===== config.mk =====
export PLATFORM = sky130hd
export DESIGN_NAME = jmf_multiframe
export DESIGN_NICKNAME = d
export VERILOG_FILES = /design/src/hw/jmf_pkg.sv /design/src/hw/jmf_multiframe.sv
export SDC_FILE = /design/constraint.sdc
export NUM_CORES = 1
export LEC_CHECK = 0
export CORE_MARGIN = 8
export CORE_UTILIZATION = 55
export CTS_CLUSTER_SIZE = 20
export DETAILED_ROUTE_END_ITERATION = 16
export DONT_BUFFER_PORTS = 1
export HOLD_SLACK_MARGIN = 0.15
export PLACE_DENSITY = 0.73
export SYNTH_ARGS = -nofsm -noshare
export SYNTH_HDL_FRONTEND = slang
export SYNTH_SLANG_ARGS = --single-unit

===== constraint.sdc =====
create_clock -name clk -period 2.3 [get_ports clk]
set_clock_uncertainty 0.2 [all_clocks]
set_input_delay 0.115 -clock clk [delete_from_list [all_inputs] [get_ports clk]]
set_output_delay 0.115 -clock clk [all_outputs]
set_load 0.02 [all_outputs]

===== src/hw/jmf_pkg.sv =====
/*
  package for the multiframe configuration and timing block: mode encodings,
  frame and multiframe sizes, field widths and boost step figures.
  assumes nothing beyond a SystemVerilog compiler.
*/
package jmf_pkg;

  // ==========================================================================
  // lane packing and resolution encodings
  localparam logic [1:0] PACK_2 = 2'h0;
  localparam logic [1:0] PACK_4 = 2'h1;
  localparam logic [1:0] PACK_8 = 2'h2;
  localparam logic [1:0] RES_12 = 2'h0;
  localparam logic [1:0] RES_14 = 2'h1;
  localparam logic [1:0] RES_16 = 2'h2;

  // ==========================================================================
  // sizes
  localparam int          MIN_MF_OCTETS = 17;
  localparam int          KW            = 5;
  localparam int          FW            = 5;
  localparam logic [4:0]  K_PACK2_12    = 5'h06;
  localparam logic [4:0]  K_PACK2_HI    = 5'h05;
  localparam logic [4:0]  K_PACK4       = 5'h03;
  localparam logic [4:0]  K_PACK8       = 5'h02;
  localparam logic [4:0]  F_PACK2_12    = 5'h03;
  localparam logic [4:0]  F_PACK2_HI    = 5'h04;
  localparam logic [4:0]  F_PACK4_BASE  = 5'h06;
  localparam logic [4:0]  F_PACK8_BASE  = 5'h0c;
  localparam logic [4:0]  COUNT_ZERO    = 5'h00;

  // ==========================================================================
  // pre-emphasis: 16 levels, 0.25 mA per step (step in microamps)
  localparam int          BOOST_LEVELS  = 16;
  localparam int          BOOST_STEP_UA = 250;
  localparam logic [3:0]  BOOST_RESET   = 4'h0;

  // ==========================================================================
  // carried groups
  typedef struct packed {
    logic [1:0] packing;
    logic [1:0] resolution;
  } jmf_mode_s;

  typedef struct packed {
    logic [4:0] frameOctets;
    logic [4:0] kFrames;
    logic [4:0] kField;
  } jmf_size_s;

  typedef enum logic [1:0] {
    SUB_0 = 2'h0,
    SUB_1 = 2'h1,
    SUB_2 = 2'h2
  } jmf_subclass_e;

endpackage


===== src/hw/jmf_multiframe.sv =====
/*
  multiframe size selection, local multiframe counter and pre-emphasis
  boost selection for one serial lane of the link transmitter.
  assumes a frame-rate enable pulse, sysref and sync rising-edge events as
  single-cycle pulses synchronous to clk, and a serial bit stream sampled
  once per bitValid.
*/
// How it works
// [RL1] multiframe holds at least ceil(17 / frame octets) frames
// [RL2] one local multiframe period spans exactly K frames
// [RL3] two per lane: 3 octets K=6 at 12 bit, 4 octets K=5 otherwise
// [RL4] packing 2, 4 or 8 per lane; 4 gives K=3, 8 gives K=2
// [RL5] transmitted K field equals frames per multiframe minus one
// [RL6] boost current only on a bit differing from the previous bit
// [RL7] boost level picks one of 16 steps, 0.25 mA each
// [RL8] count reset to zero on subclass event unless forced value set
// [RL9] frame counter wraps K-1 to zero, flagging each boundary
`timescale 1ns/1ps
`default_nettype none

module jmf_multiframe
  import jmf_pkg::*;
#(
  parameter int BOOST_W = 4
) (
  // clock and reset
  input  wire logic          clk,
  input  wire logic          reset_n,
  // configuration
  input  wire jmf_mode_s     mode,
  input  wire jmf_subclass_e subclass,
  input  wire logic          multiframe_count_force,
  input  wire logic [4:0]    forceCountValue,
  input  wire logic [3:0]    tx_boost_level,
  // timing events
  input  wire logic          frameTick,
  input  wire logic          sysrefEvent,
  input  wire logic          syncRiseEvent,
  // serial stream
  input  wire logic          bitValid,
  input  wire logic          serialBit,
  // results
  output jmf_size_s          sizeInfo,
  output logic [4:0]         lmfcCount,
  output logic               lmfcBoundary,
  output logic               boostActive,
  output logic [3:0]         boostCurrentStep
);

  // ==========================================================================
  // elaboration checks
  // the step path is built for four bits only, so any other width is refused here
  if (BOOST_W != 4) begin : g_boostWidthBad
    $error("boost field must be 4 bits wide");
  end

  // ==========================================================================
  // size selection
  logic [4:0] frameOctetsNext;
  logic [4:0] kFramesNext;
  logic [4:0] frameOctetsReg;
  logic [4:0] kFramesReg;
  logic [4:0] kFieldReg;

  // table lookup; an unsupported packing code falls back to four per lane
  always_comb begin
    case (mode.packing) // [RL1] every entry gives K times F of at least 17 octets
      PACK_2: begin
        frameOctetsNext = (mode.resolution == RES_12) ? F_PACK2_12 : F_PACK2_HI; // [RL3]
        kFramesNext     = (mode.resolution == RES_12) ? K_PACK2_12 : K_PACK2_HI; // [RL3]
      end
      PACK_8: begin
        frameOctetsNext = F_PACK8_BASE + {2'h0, mode.resolution, 1'b0};  // [RL4]
        kFramesNext     = K_PACK8;                                       // [RL4]
      end
      default: begin
        frameOctetsNext = F_PACK4_BASE + {3'h0, mode.resolution};        // [RL4]
        kFramesNext     = K_PACK4;                                       // [RL4]
      end
    endcase
  end

  // registered so the counter and link parameters see a stable K
  always_ff @(posedge clk) begin
    if (!reset_n) begin
      frameOctetsReg <= F_PACK4_BASE;
      kFramesReg     <= K_PACK4;
      kFieldReg      <= K_PACK4 - 5'h01;
    end else begin
      frameOctetsReg <= frameOctetsNext;
      kFramesReg     <= kFramesNext;
      kFieldReg      <= kFramesNext - 5'h01; // [RL5]
    end
  end

  assign sizeInfo = '{frameOctets: frameOctetsReg, kFrames: kFramesReg, kField: kFieldReg};

  // ==========================================================================
  // local multiframe counter
  logic       resetEvent;
  logic [4:0] lmfcCountReg;
  logic       lmfcBoundaryReg;

  // subclass 0 has no multiframe clock, so events there leave it alone
  assign resetEvent = ((subclass == SUB_1) && sysrefEvent) ||
                      ((subclass == SUB_2) && syncRiseEvent);

  always_ff @(posedge clk) begin
    if (!reset_n) begin
      lmfcCountReg    <= COUNT_ZERO;
      lmfcBoundaryReg <= 1'b0;
    end else if (resetEvent) begin
      lmfcCountReg    <= multiframe_count_force ? forceCountValue : COUNT_ZERO; // [RL8]
      lmfcBoundaryReg <= 1'b0;
    end else if (frameTick) begin
      if (lmfcCountReg >= kFramesReg - 5'h01) begin
        lmfcCountReg    <= COUNT_ZERO; // [RL9] [RL2]
        lmfcBoundaryReg <= 1'b1;
      end else begin
        lmfcCountReg    <= lmfcCountReg + 5'h01;
        lmfcBoundaryReg <= 1'b0;
      end
    end else begin
      lmfcBoundaryReg <= 1'b0;
    end
  end

  assign lmfcCount    = lmfcCountReg;
  assign lmfcBoundary = lmfcBoundaryReg;

  // ==========================================================================
  // pre-emphasis on transitions
  logic       prevBitReg;
  logic       boostReg;
  logic [3:0] stepReg;

  always_ff @(posedge clk) begin
    if (!reset_n) begin
      prevBitReg <= 1'b0;
      boostReg   <= 1'b0;
      stepReg    <= BOOST_RESET;
    end else if (bitValid) begin
      prevBitReg <= serialBit;
      boostReg   <= (serialBit != prevBitReg);                    // [RL6]
      stepReg    <= (serialBit != prevBitReg) ? tx_boost_level : BOOST_RESET; // [RL7]
    end
  end

  assign boostActive      = boostReg;
  assign boostCurrentStep = stepReg;
endmodule

`default_nettype wire


==> results of run 1 <==
## through the flow
stage          power [W]  std cells
4_1_cts         0.000900        190
2_1_floorplan   0.000596        130
6_report        0.000898        191
3_5_place_dp    0.000623        158
5_1_grt         0.000949        191
3_3_place_gp    0.000618        158
## power breakdown
group / total (W) / switching [W] / internal [W]
combinational: 0.000208 / 0.000107 / 0.000101
clock: 0.000217 / 0.000120 / 0.0000965
sequential: 0.000474 / 0.0000339 / 0.000440
## layer usage
metal	share of wire, %	routed length, um
met1	37	1150
met2	52	1590
met3	10	319
met4	0.42	13
met5	0	0
## synth_stat cells, drive strengths merged, types with 2 or more instances
cell type,count
o21ai,4
o21a,2
nor4,4
nor2,6
mux2i,2
nand2b,4
dfxtp,24
nor3b,3
nand3b,3
and3,5
o31a,3
a31oi,2
a21oi,9
nand3,7
nand4,3
nand2,7
nor2b,6
clkbuf,2
buf,4
inv,8
a21boi,4
ha,8
## worst min-delay path: stages
cell      delay [ps]
nand3b_1          80
o21a_2           160
o21ai_0           80
a31oi_1           50
nor3b_2          160
## state kept, by name (all words and copies together), names as in the netlist
register and count:
lmfcCount 5, kFramesReg 3, boostActive 1, kFieldReg 4, lmfcBoundary 1, boostCurrentStep 4
prevBitReg 1, frameOctetsReg 5
## cell families (layout without fill, tap and decap cells)
kind of cell               after synthesis  in the layout  synth area share, %
adders and majority gates                8              8                 8.53
muxes                                    2              2                 1.71
AOI/OAI and AO/OA                       27             27                 16.2
and+or+nand+nor                         50             50                 26.0
xor gates and xnor gates                 1              1                0.746
buffers and inverters                   14             48                 5.54
DFF                                     24             24                 40.9
other                                    1              4                0.320
## area by class of cell
| cell class | count | area [sq um] |
|---|---|---|
| multi-input cells | 92 | 684 |
| flip-flops and latches | 24 | 483 |
| well taps | 27 | 33.8 |
| repair buffers | 36 | 340 |
| fillers | 127 | 374 |
| inverters | 8 | 30.0 |
| clock buffers | 4 | 36.3 |
## what timing repair did
action / in CTS / in global routing
buffers inserted: 0 / 1
endpoints found under the hold margin: 22 / 0
endpoints found under the setup margin: 3 / 5
gates cloned: 0 / 0
hold buffers: 28 / 0
resized for setup: 4 / 3
pin swaps: 3 / 5
## worst max path at each step
stage / slack, ps / cells after the start / start / to
after detailed placement: -7 / 9 / kFramesReg[0]$_SDFF_PN1_ / lmfcCount[3]$_SDFFE_PN0P_
final: 60 / 9 / kFramesReg[0]$_SDFF_PN1_ / lmfcCount[2]$_SDFFE_PN0P_
after global routing: -30 / 9 / kFramesReg[0]$_SDFF_PN1_ / lmfcCount[2]$_SDFFE_PN0P_
after CTS: 20 / 9 / kFramesReg[0]$_SDFF_PN1_ / lmfcCount[2]$_SDFFE_PN0P_
after floorplan: 1 / 9 / kFramesReg[1]$_SDFF_PN1_ / lmfcCount[3]$_SDFFE_PN0P_
after global placement: 60 / 9 / kFramesReg[0]$_SDFF_PN1_ / lmfcCount[2]$_SDFFE_PN0P_
==> results by group, run 1 <==
Status
  – Status: finished clean

Die
  – Chip height: 62.2 um
  – Std-Cell Rows: 16
  – Placeable Area: 1980 sq um
  – Die area: 3870 sq um
  – Initial Utilization: about 60%
  – I/O pins: slightly below 50
  – Chip Width: 62.2 um

Worst setup path
  – Slowest-stage cell, CP: dfxtp_2
  – Reg-to-Reg End: lmfcCount[2]$_SDFFE_PN0P_
  – Startpoint types: register
  – Most common cell on crit path: ha_4
  – Critical path buffers and inverters: 1
  – Crit Reg-Reg Startpoint: kFramesReg[0]$_SDFF_PN1_
  – CP Data Required Time: 2300 ps
  – Crit-path max cell delay: 350 ps
  – Crit path cell chain: inv_1, ha_2, ha_4, ha_4, nand2_1, o21ai_2, a31o_1, a21oi_1, o31a_1
  – R2R setup slack: 60 ps
  – R2r worst-path depth: 9
  – Worst path arrival time: 2250 ps
  – Maximum fanout along the worst path: 3
  – WS Path Type: reg2reg
  – Worst setup EP type: register
  – CP top delay family: compound AO/OA/AOI/OAI gates

Worst hold path
  – Hold Path Stages: 5
  – Hold Path End: lmfcCount[0]$_SDFFE_PN0P_
  – Hold/Removal Path Class: in2reg
  – Critical hold path startpoint: syncRiseEvent

Layout
  – Final instance area: about 1600 sq um
  – Total inserted antenna cells: 0
  – Commonest non-fill, non-tap cell in the layout: dlygate4sd3_1
  – Share of cells above drive strength 1: between 10% and 20%
  – Most frequent cells in the layout: dlygate4sd3_1, dfxtp_1, buf_4
  – Core Util, Final: roughly four fifths
  – Final net count: just under 200
  – Synth-to-layout area growth: 37.0%

Clocking
  – Clock Latency Late Sink: 310 ps
  – Root buffer cell: clkbuf_4
  – Clk sinks: 24
  – CTS tree: yes
  – CTS buffer count: 3
  – CTS max path bufs: 2
  – H-tree levels: 1
  – Clk slew on worst S/H paths: 130 ps

Placed design
  – Port Buffer Count: 0
  – Detailed placement HPWL: 2130 um
  – Gpl congestion: 0.794
  – Pre-CTS WS: -7.07 ps
  – Placed instance area: 1240 sq um

Logic synthesis
  – Number of synthesized register bits: 24
  – Synth area leaders: dfxtp_1, ha_1, a21oi_1
  – Async SR Flop Fraction: 0%
  – Leading area contributor after synthesis: dfxtp_1
  – Mapped Area: between 1000 and 1500 sq um
  – Mean Syn Cell Area: 9.24 sq um
  – Seq/Total Area, Yosys: 40.9%
  – Synth top area share: 40.9%
  – Gate Count Post-Synth: 127
  – Number of enable flip-flop cells after synthesis: 0
  – Synth warn: 0
  – Post-synth top flop: dfxtp_1
  – Synth cell types: 38

STA
  – RSZ-0062 raised after global routing: true
  – Final min period: 2240 ps
  – Final worst path period share: 97.6%
  – Final hold vios: 0
  – F_max: 445 MHz
  – Setup tns final: 0 ps
  – # setup viols final: 0
  – Worst slew pin tran: about 510 ps
  – Slew HR: 65.8%
  – Hold_ws: approximately 170 ps
  – Final Max Slew Viols: 0
  – Final worst setup slack: 55.3 ps

Global routing
  – Met1 Use GR: 15.6%
  – Largest net degree at the start of global routing: 18
  – First-pass GRT wire length: ~5000 um
  – Vias in the first global route: 1123
  – Initial antenna violation count: 0
  – Met2 GRT Util: 28.8%
  – GRT Overall Usage: 16.0%
  – GRT Residual Overflow: 0
  – Layer with the highest usage: met2
  – Met3 usage: roughly 7.9%

Route
  – DR pass1 iterations: 4
  – DRC Markers: 0
  – Post-route ant nets: 0
  – DRT iter0 DRCs: 31
  – Final wirelength: 3070 um
  – Avg Vias per Cell: between 5 and 6
  – Avg WL per Cell: 16.1 um
  – Vias: roughly 1100

Pwr
  – Pwr dens: 559 nW/um^2
  – Leak: ~0.64 nW
  – Max VDD drop: 0.548 mV

Run
  – # Max-Cap Violations: 0
Power figures use the tool's default switching activity.
==> run 2: changes to the inputs <==
--- a/config.mk
+++ b/config.mk
@@ -5,6 +5,7 @@
 export SDC_FILE = /design/constraint.sdc
 export NUM_CORES = 1
 export LEC_CHECK = 0
+export ABC_AREA = 1
 export CORE_MARGIN = 8
 export CORE_UTILIZATION = 55
 export CTS_CLUSTER_SIZE = 20
==> run 2 against run 1 <==
- register-to-register slack improved by 30 ps
- global-route usage is 3.7 points higher
- sequential share of layout area is 2.7 points lower
- critical path depth is the same
- wire length increased by 37%
- clock power grew 2%
- via count grew 26%
- combinational power grew 34%
- highest routed layer unchanged
==> results by group, run 2 <==
Die
  – Chip Width: approximately 63 um
  – I/O pins: 49
  – Std-Cell Rows: 17
  – Chip height: 62.9 um
  – Die area: 3960 sq um
  – Initial Utilization: 56.4%
  – Placeable Area: 2150 sq um

Logic synthesis
  – Number of enable flip-flop cells after synthesis: 0
  – Synth top area share: 39.7%
  – Leading area contributor after synthesis: dfxtp_1
  – Async SR Flop Fraction: 0%
  – Count leader, synth: nand2_1
  – Number of synthesized register bits: 24
  – Synth cell types: 22
  – Synth warn: 0
  – Gate Count Post-Synth: between 150 and 200
  – Seq/Total Area, Yosys: between 30% and 40%
  – Mapped Area: approximately 1200 sq um
  – Post-synth top flop: dfxtp_1
  – Synth area leaders: dfxtp_1, nand2_1, ha_1
  – Mean Syn Cell Area: around 7 sq um
  – Post-synth top cells: nand2_1, dfxtp_1, inv_1

Pwr
  – Max VDD drop: around 0.53 mV
  – Clock network fraction of total power: around 22%
  – Pwr dens: 564 nW/um^2
  – Comb power frac: 28.1%
  – Internal Power: around 0.00066 W
  – Sw Pwr: 0.000329 W
  – Leak: 0.844 nW
  – Sw Ratio: between 30% and 40%
  – Tot Pwr: between 0.0009 and 0.001 W
  – Reg power frac: 49.5%

Route
  – DRC Markers: 0
  – Avg Vias per Cell: 5.44
  – Final wirelength: ~4200 um
  – Avg WL per Cell: 16.9 um
  – DR pass1 iterations: 5
  – Met3 wire len: 392 um
  – DR top layer: met4
  – Post-route ant nets: 0
  – Vias: 1348
  – M1 WL: 1490 um
  – Met2 wire len: 2130 um
  – DRT iter0 DRCs: 87

Layout
  – Commonest non-fill, non-tap cell in the layout: nand2_1
  – Most frequent cells in the layout: nand2_1, dlygate4sd3_1, dfxtp_1
  – Multi-input gate area: 639 sq um
  – Seq. cell area: between 400 and 500 sq um
  – Core Util, Final: 81.8%
  – Total inserted antenna cells: 0
  – Share of cells above drive strength 1: 12.3%
  – Non-Filler Instances: 248
  – Fillcell total: 129
  – Synth-to-layout area growth: 45.0%
  – Final net count: 252

Placed design
  – Gpl congestion: 0.839
  – Detailed placement HPWL: 2290 um
  – Post-Place Cells: 200
  – Port Buffer Count: 0

Worst setup path
  – WS Path Type: in2reg
  – Worst setup EP type: register
  – CP top delay family: buffers and inverters
  – Maximum fanout along the worst path: 1
  – Worst path arrival time: 2270 ps
  – Startpoint types: primary input
  – Critical path buffers and inverters: 4
  – CP Data Required Time: roughly 2300 ps
  – Crit-path max cell delay: 570 ps
  – R2r worst-path depth: 11
  – Reg-to-Reg End: lmfcCount[3]$_SDFFE_PN0P_
  – Slowest-stage cell, CP: dlygate4sd3_1
  – Crit path cell chain: dlygate4sd3_1, nand2_1, inv_1, nand2_1, dlygate4sd3_1, nand2_1, dlygate4sd3_1, a21oi_1, nor2_1
  – Crit Reg-Reg Startpoint: kFramesReg[1]$_SDFF_PN1_
  – R2R setup slack: 90 ps

Worst hold path
  – Critical hold path startpoint: sysrefEvent
  – Hold/Removal Path Class: in2reg
  – Hold Path End: lmfcCount[0]$_SDFFE_PN0P_
  – Hold Path Stages: 7

Global routing
  – Initial antenna violation count: 0
  – First-pass GRT wire length: 6400 um
  – GRT Residual Overflow: 0
  – Largest net degree at the start of global routing: 14
  – GRT Overall Usage: 19.7%
  – Vias in the first global route: between 1000 and 1500

Clocking
  – CTS buffer count: 3
  – Root buffer cell: clkbuf_4
  – Clk sinks: 24
  – Clock Latency Late Sink: about 310 ps
  – Clk slew on worst S/H paths: about 130 ps
  – CTS max path bufs: 2
  – CTS tree: yes
  – H-tree levels: 1

STA
  – Final Max Slew Viols: 0
  – Final worst path period share: a little over nine tenths
  – F_max: 444 MHz
  – Final min period: 2250 ps
  – # setup viols final: 0
  – Setup tns final: 0 ps
  – Final hold vios: 0

Run
  – # Max-Cap Violations: 0

Status
  – Status: finished clean
## run 2: cells by family after synthesis
group	after synthesis	synth area share [%]
other	1	0.310
and+or+nand+nor	84	30.8
buffers and inverters	28	9.71
DFF	24	39.7
adders and majority gates	8	8.26
xor gates and xnor gates	2	1.45
AOI/OAI and AO/OA	21	9.81
## run 2: how the worst max path moves through the flow
stage          slack, ps                                to                startpoint  cells after the start
4_1_cts               70  boostCurrentStep[3]$_SDFFE_PN0P_                 serialBit                      7
2_1_floorplan        250         lmfcCount[3]$_SDFFE_PN0P_  kFramesReg[0]$_SDFF_PN1_                     11
3_5_place_dp         270         lmfcCount[2]$_SDFFE_PN0P_  kFramesReg[0]$_SDFF_PN1_                     11
3_3_place_gp         340         lmfcCount[2]$_SDFFE_PN0P_  kFramesReg[0]$_SDFF_PN1_                     11
5_1_grt              -50         lmfcCount[3]$_SDFFE_PN0P_  kFramesReg[1]$_SDFF_PN1_                     11
6_report              50         lmfcCount[2]$_SDFFE_PN0P_        forceCountValue[2]                      9
## run 2: layout make-up
cell class | instances | area share [%]
multi-input combinational | 119 | 36.4
sequential | 24 | 27.4
timing repair buffer | 49 | 27.1
inverter | 24 | 5.13
clock buffer | 4 | 2.07
tap | 28 | 1.99
## run 2: what timing repair did
| item | in CTS | in global routing |
|---|---|---|
| hold buffers | 47 | 0 |
| endpoints found under the setup margin | 0 | 9 |
| buffers inserted | 0 | 2 |
| hold endpoints to repair | 22 | 0 |
| resized for setup | 0 | 5 |
## run 2: per-stage QoR
stage | setup WS [ps] | hold slack, ps | cell area (sq um)
floorplan | 248 | -12.6 | 1220
global placement | 342 | -9.18 | 1270
detailed placement | 274 | -7.85 | 1270
CTS | 72.2 | 303 | 1770
global route | -46.6 | 224 | 1760
finish | 48.0 | 168 | 1760
## run 2: worst min-delay path: cells and delay by family
kind	cells	cell delay (ps)
AO/OA/AOI/OAI	1	100
AND/OR/NAND/NOR	6	440
## run 2: per-layer routing
metal | global-route usage [%] | vias to the layer above
li1 | - | 627
met1 | 18.9 | 611
met2 | 35.5 | 86
met3 | 6.27 | 24
met4 | 12.0 | 0
met5 | 0 | -
## run 2: power groups by stage
stage | Clock, W | Combinational [W] | Sequential (W)
floorplan | 0 | 0.000137 | 0.000503
global placement | 0 | 0.000172 | 0.000498
detailed placement | 0 | 0.000179 | 0.000499
CTS | 0.000228 | 0.000250 | 0.000490
global route | 0.000241 | 0.000301 | 0.000493
finish | 0.000221 | 0.000278 | 0.000490
==> run 3: changes to the inputs <==
--- a/config.mk
+++ b/config.mk
@@ -12,7 +12,8 @@
 export DETAILED_ROUTE_END_ITERATION = 16
 export DONT_BUFFER_PORTS = 1
 export HOLD_SLACK_MARGIN = 0.15
-export PLACE_DENSITY = 0.73
+export PLACE_DENSITY = 0.77
+export SETUP_SLACK_MARGIN = 0.3
 export SYNTH_ARGS = -nofsm -noshare
 export SYNTH_HDL_FRONTEND = slang
 export SYNTH_SLANG_ARGS = --single-unit
==> run 3 against run 2 <==
- combinational power hardly changed
- flip-flop and latch count stayed put
- largest cell class unchanged
- utilization is 0.29 points higher
==> results by group, run 3 (synthesis gave the netlist of run 2 again) <==
Status
  – Status: finished clean

STA
  – Final worst path period share: about nine tenths
  – Final worst setup slack: about 270 ps
  – Final Max Slew Viols: 0
  – Final min period: 2030 ps
  – RSZ-0062 raised after global routing: true
  – Setup tns final: 0 ps
  – # setup viols final: 0
  – F_max: 493 MHz
  – Final hold vios: 0

Clocking
  – Clk slew on worst S/H paths: around 140 ps
  – CTS max path bufs: 2
  – CTS buffer count: 3
  – Root buffer cell: clkbuf_4
  – Clock Latency Late Sink: 330 ps
  – CTS tree: yes
  – Clk sinks: 24
  – H-tree levels: 1

Placed design
  – Post-Place Cells: 198
  – Detailed placement HPWL: 2160 um
  – Port Buffer Count: 0
  – Pre-CTS WS: 177 ps
  – Gpl congestion: about 0.84

Pwr
  – Clock network fraction of total power: 28.8%
  – Sw Ratio: 31.5%
  – Pwr dens: roughly 610 nW/um^2
  – Leak: 0.800 nW
  – Reg power frac: between 40% and 50%
  – Comb power frac: about a quarter
  – Internal Power: 0.000741 W
  – Sw Pwr: roughly 0.00034 W
  – Max VDD drop: 0.541 mV

Run
  – # Max-Cap Violations: 0

Die
  – Initial Utilization: a little under three fifths
  – Chip Width: 62.9 um
  – Placeable Area: 2150 sq um
  – Std-Cell Rows: 17
  – Die area: 3960 sq um
  – I/O pins: 49
  – Chip height: 62.9 um

Global routing
  – Vias in the first global route: approximately 1300
  – First-pass GRT wire length: 6020 um
  – Initial antenna violation count: 0
  – GRT Residual Overflow: 0
  – GRT Overall Usage: 18.6%
  – Largest net degree at the start of global routing: 15

Route
  – Vias: about 1300
  – Avg Vias per Cell: approximately 5.6
  – Post-route ant nets: 0
  – Final wirelength: ~4100 um
  – DRT iter0 DRCs: 83
  – DRC Markers: 0
  – Avg WL per Cell: 16.9 um
  – DR pass1 iterations: 4

Worst setup path
  – CP Data Required Time: 2370 ps
  – WS Path Type: reg2reg
  – Maximum fanout along the worst path: 5
  – Startpoint types: register
  – Worst path arrival time: 2100 ps
  – Worst setup EP type: register

Layout
  – Synth-to-layout area growth: 45.6%
  – Most frequent cells in the layout: nand2_1, dlygate4sd3_1, dfxtp_1
  – Fillcell total: 122
  – Share of cells above drive strength 1: 17.3%
  – Non-Filler Instances: 242
  – Core Util, Final: 82.1%
  – Total inserted antenna cells: 0
  – Commonest non-fill, non-tap cell in the layout: nand2_1
  – Final net count: 246

Worst hold path
  – Hold/Removal Path Class: in2reg
run 3: cell count changes in the layout (fill, tap and decap cells not counted), sizes merged:
cell	previous run	this run
bufinv	0	1
clkbuf	4	3
dlygate4sd3	41	36
dlymetal6s4s	1	0
run 3: final timing paths:
| kind | cells after the start | from | slack, ps | endpoint |
|---|---|---|---|---|
| setup / recovery | 11 | kFramesReg[0]$_SDFF_PN1_ | 270 | lmfcCount[2]$_SDFFE_PN0P_ |
| hold / removal | 3 | mode[1] | 350 | frameOctetsReg[3]$_SDFF_PN0_ |
| setup reg to reg | 11 | kFramesReg[0]$_SDFF_PN1_ | 270 | lmfcCount[2]$_SDFFE_PN0P_ |
| hold reg to reg | 2 | boostCurrentStep[2]$_SDFFE_PN0P_ | 390 | boostCurrentStep[2]$_SDFFE_PN0P_ |
run 3: critical path: stages (launching register included):
cell and delay [ps]:
dfxtp_4 420, inv_4 60, ha_4 150, ha_4 260
ha_4 200, nand2_2 70, nand2_2 70, nand2_2 90
nand2_2 70, nor2_4 170, a21oi_1 100, nor2_1 100
run 3: metrics by stage:
| step | area, sq um | hold WS [ps] | power, W |
|---|---|---|---|
| final | 1760 | 348 | 0.00108 |
| after global routing | 1760 | 351 | 0.00113 |
| after CTS | 1710 | 303 | 0.00103 |
| after detailed placement | 1250 | -9.57 | 0.000677 |
| after global placement | 1250 | -8.61 | 0.000667 |
| after floorplan | 1220 | -12.6 | 0.000640 |
run 3: repair_timing:
action / CTS / global route
hold endpoints to repair: 22 / 0
pin swaps: 3 / 7
gates resized for setup: 8 / 9
hold buffers: 37 / 0
endpoints found under the setup margin: 6 / 7
setup buffers: 0 / 4
run 3: routing by layer:
layer  vias to the layer above  track usage, %  part of all wire, %
met2                        69            34.4                   55
met3                        16            8.06                  9.0
met5                         -               0                    0
li1                        617               -                    -
met4                         0            6.55                  3.1
met1                       642            17.6                   33
run 3: final cells by class:
type / instances / area [sq um] / area share [%]
timing repair buffer: 43 / 413 / 23.4
sequential: 24 / 488 / 27.7
tap: 28 / 35.0 / 1.99
clock buffer: 3 / 22.5 / 1.28
clock inverter: 1 / 30.0 / 1.70
multi-input combinational: 119 / 679 / 38.5
inverter: 24 / 95.1 / 5.39
run 3: power groups by stage:
| stage | combinational (W) | clock [W] | sequential (W) |
|---|---|---|---|
| 3_3_place_gp | 0.000166 | 0 | 0.000501 |
| 2_1_floorplan | 0.000137 | 0 | 0.000503 |
| 5_1_grt | 0.000300 | 0.000331 | 0.000496 |
| 3_5_place_dp | 0.000175 | 0 | 0.000501 |
| 6_report | 0.000276 | 0.000312 | 0.000493 |
| 4_1_cts | 0.000238 | 0.000303 | 0.000492 |
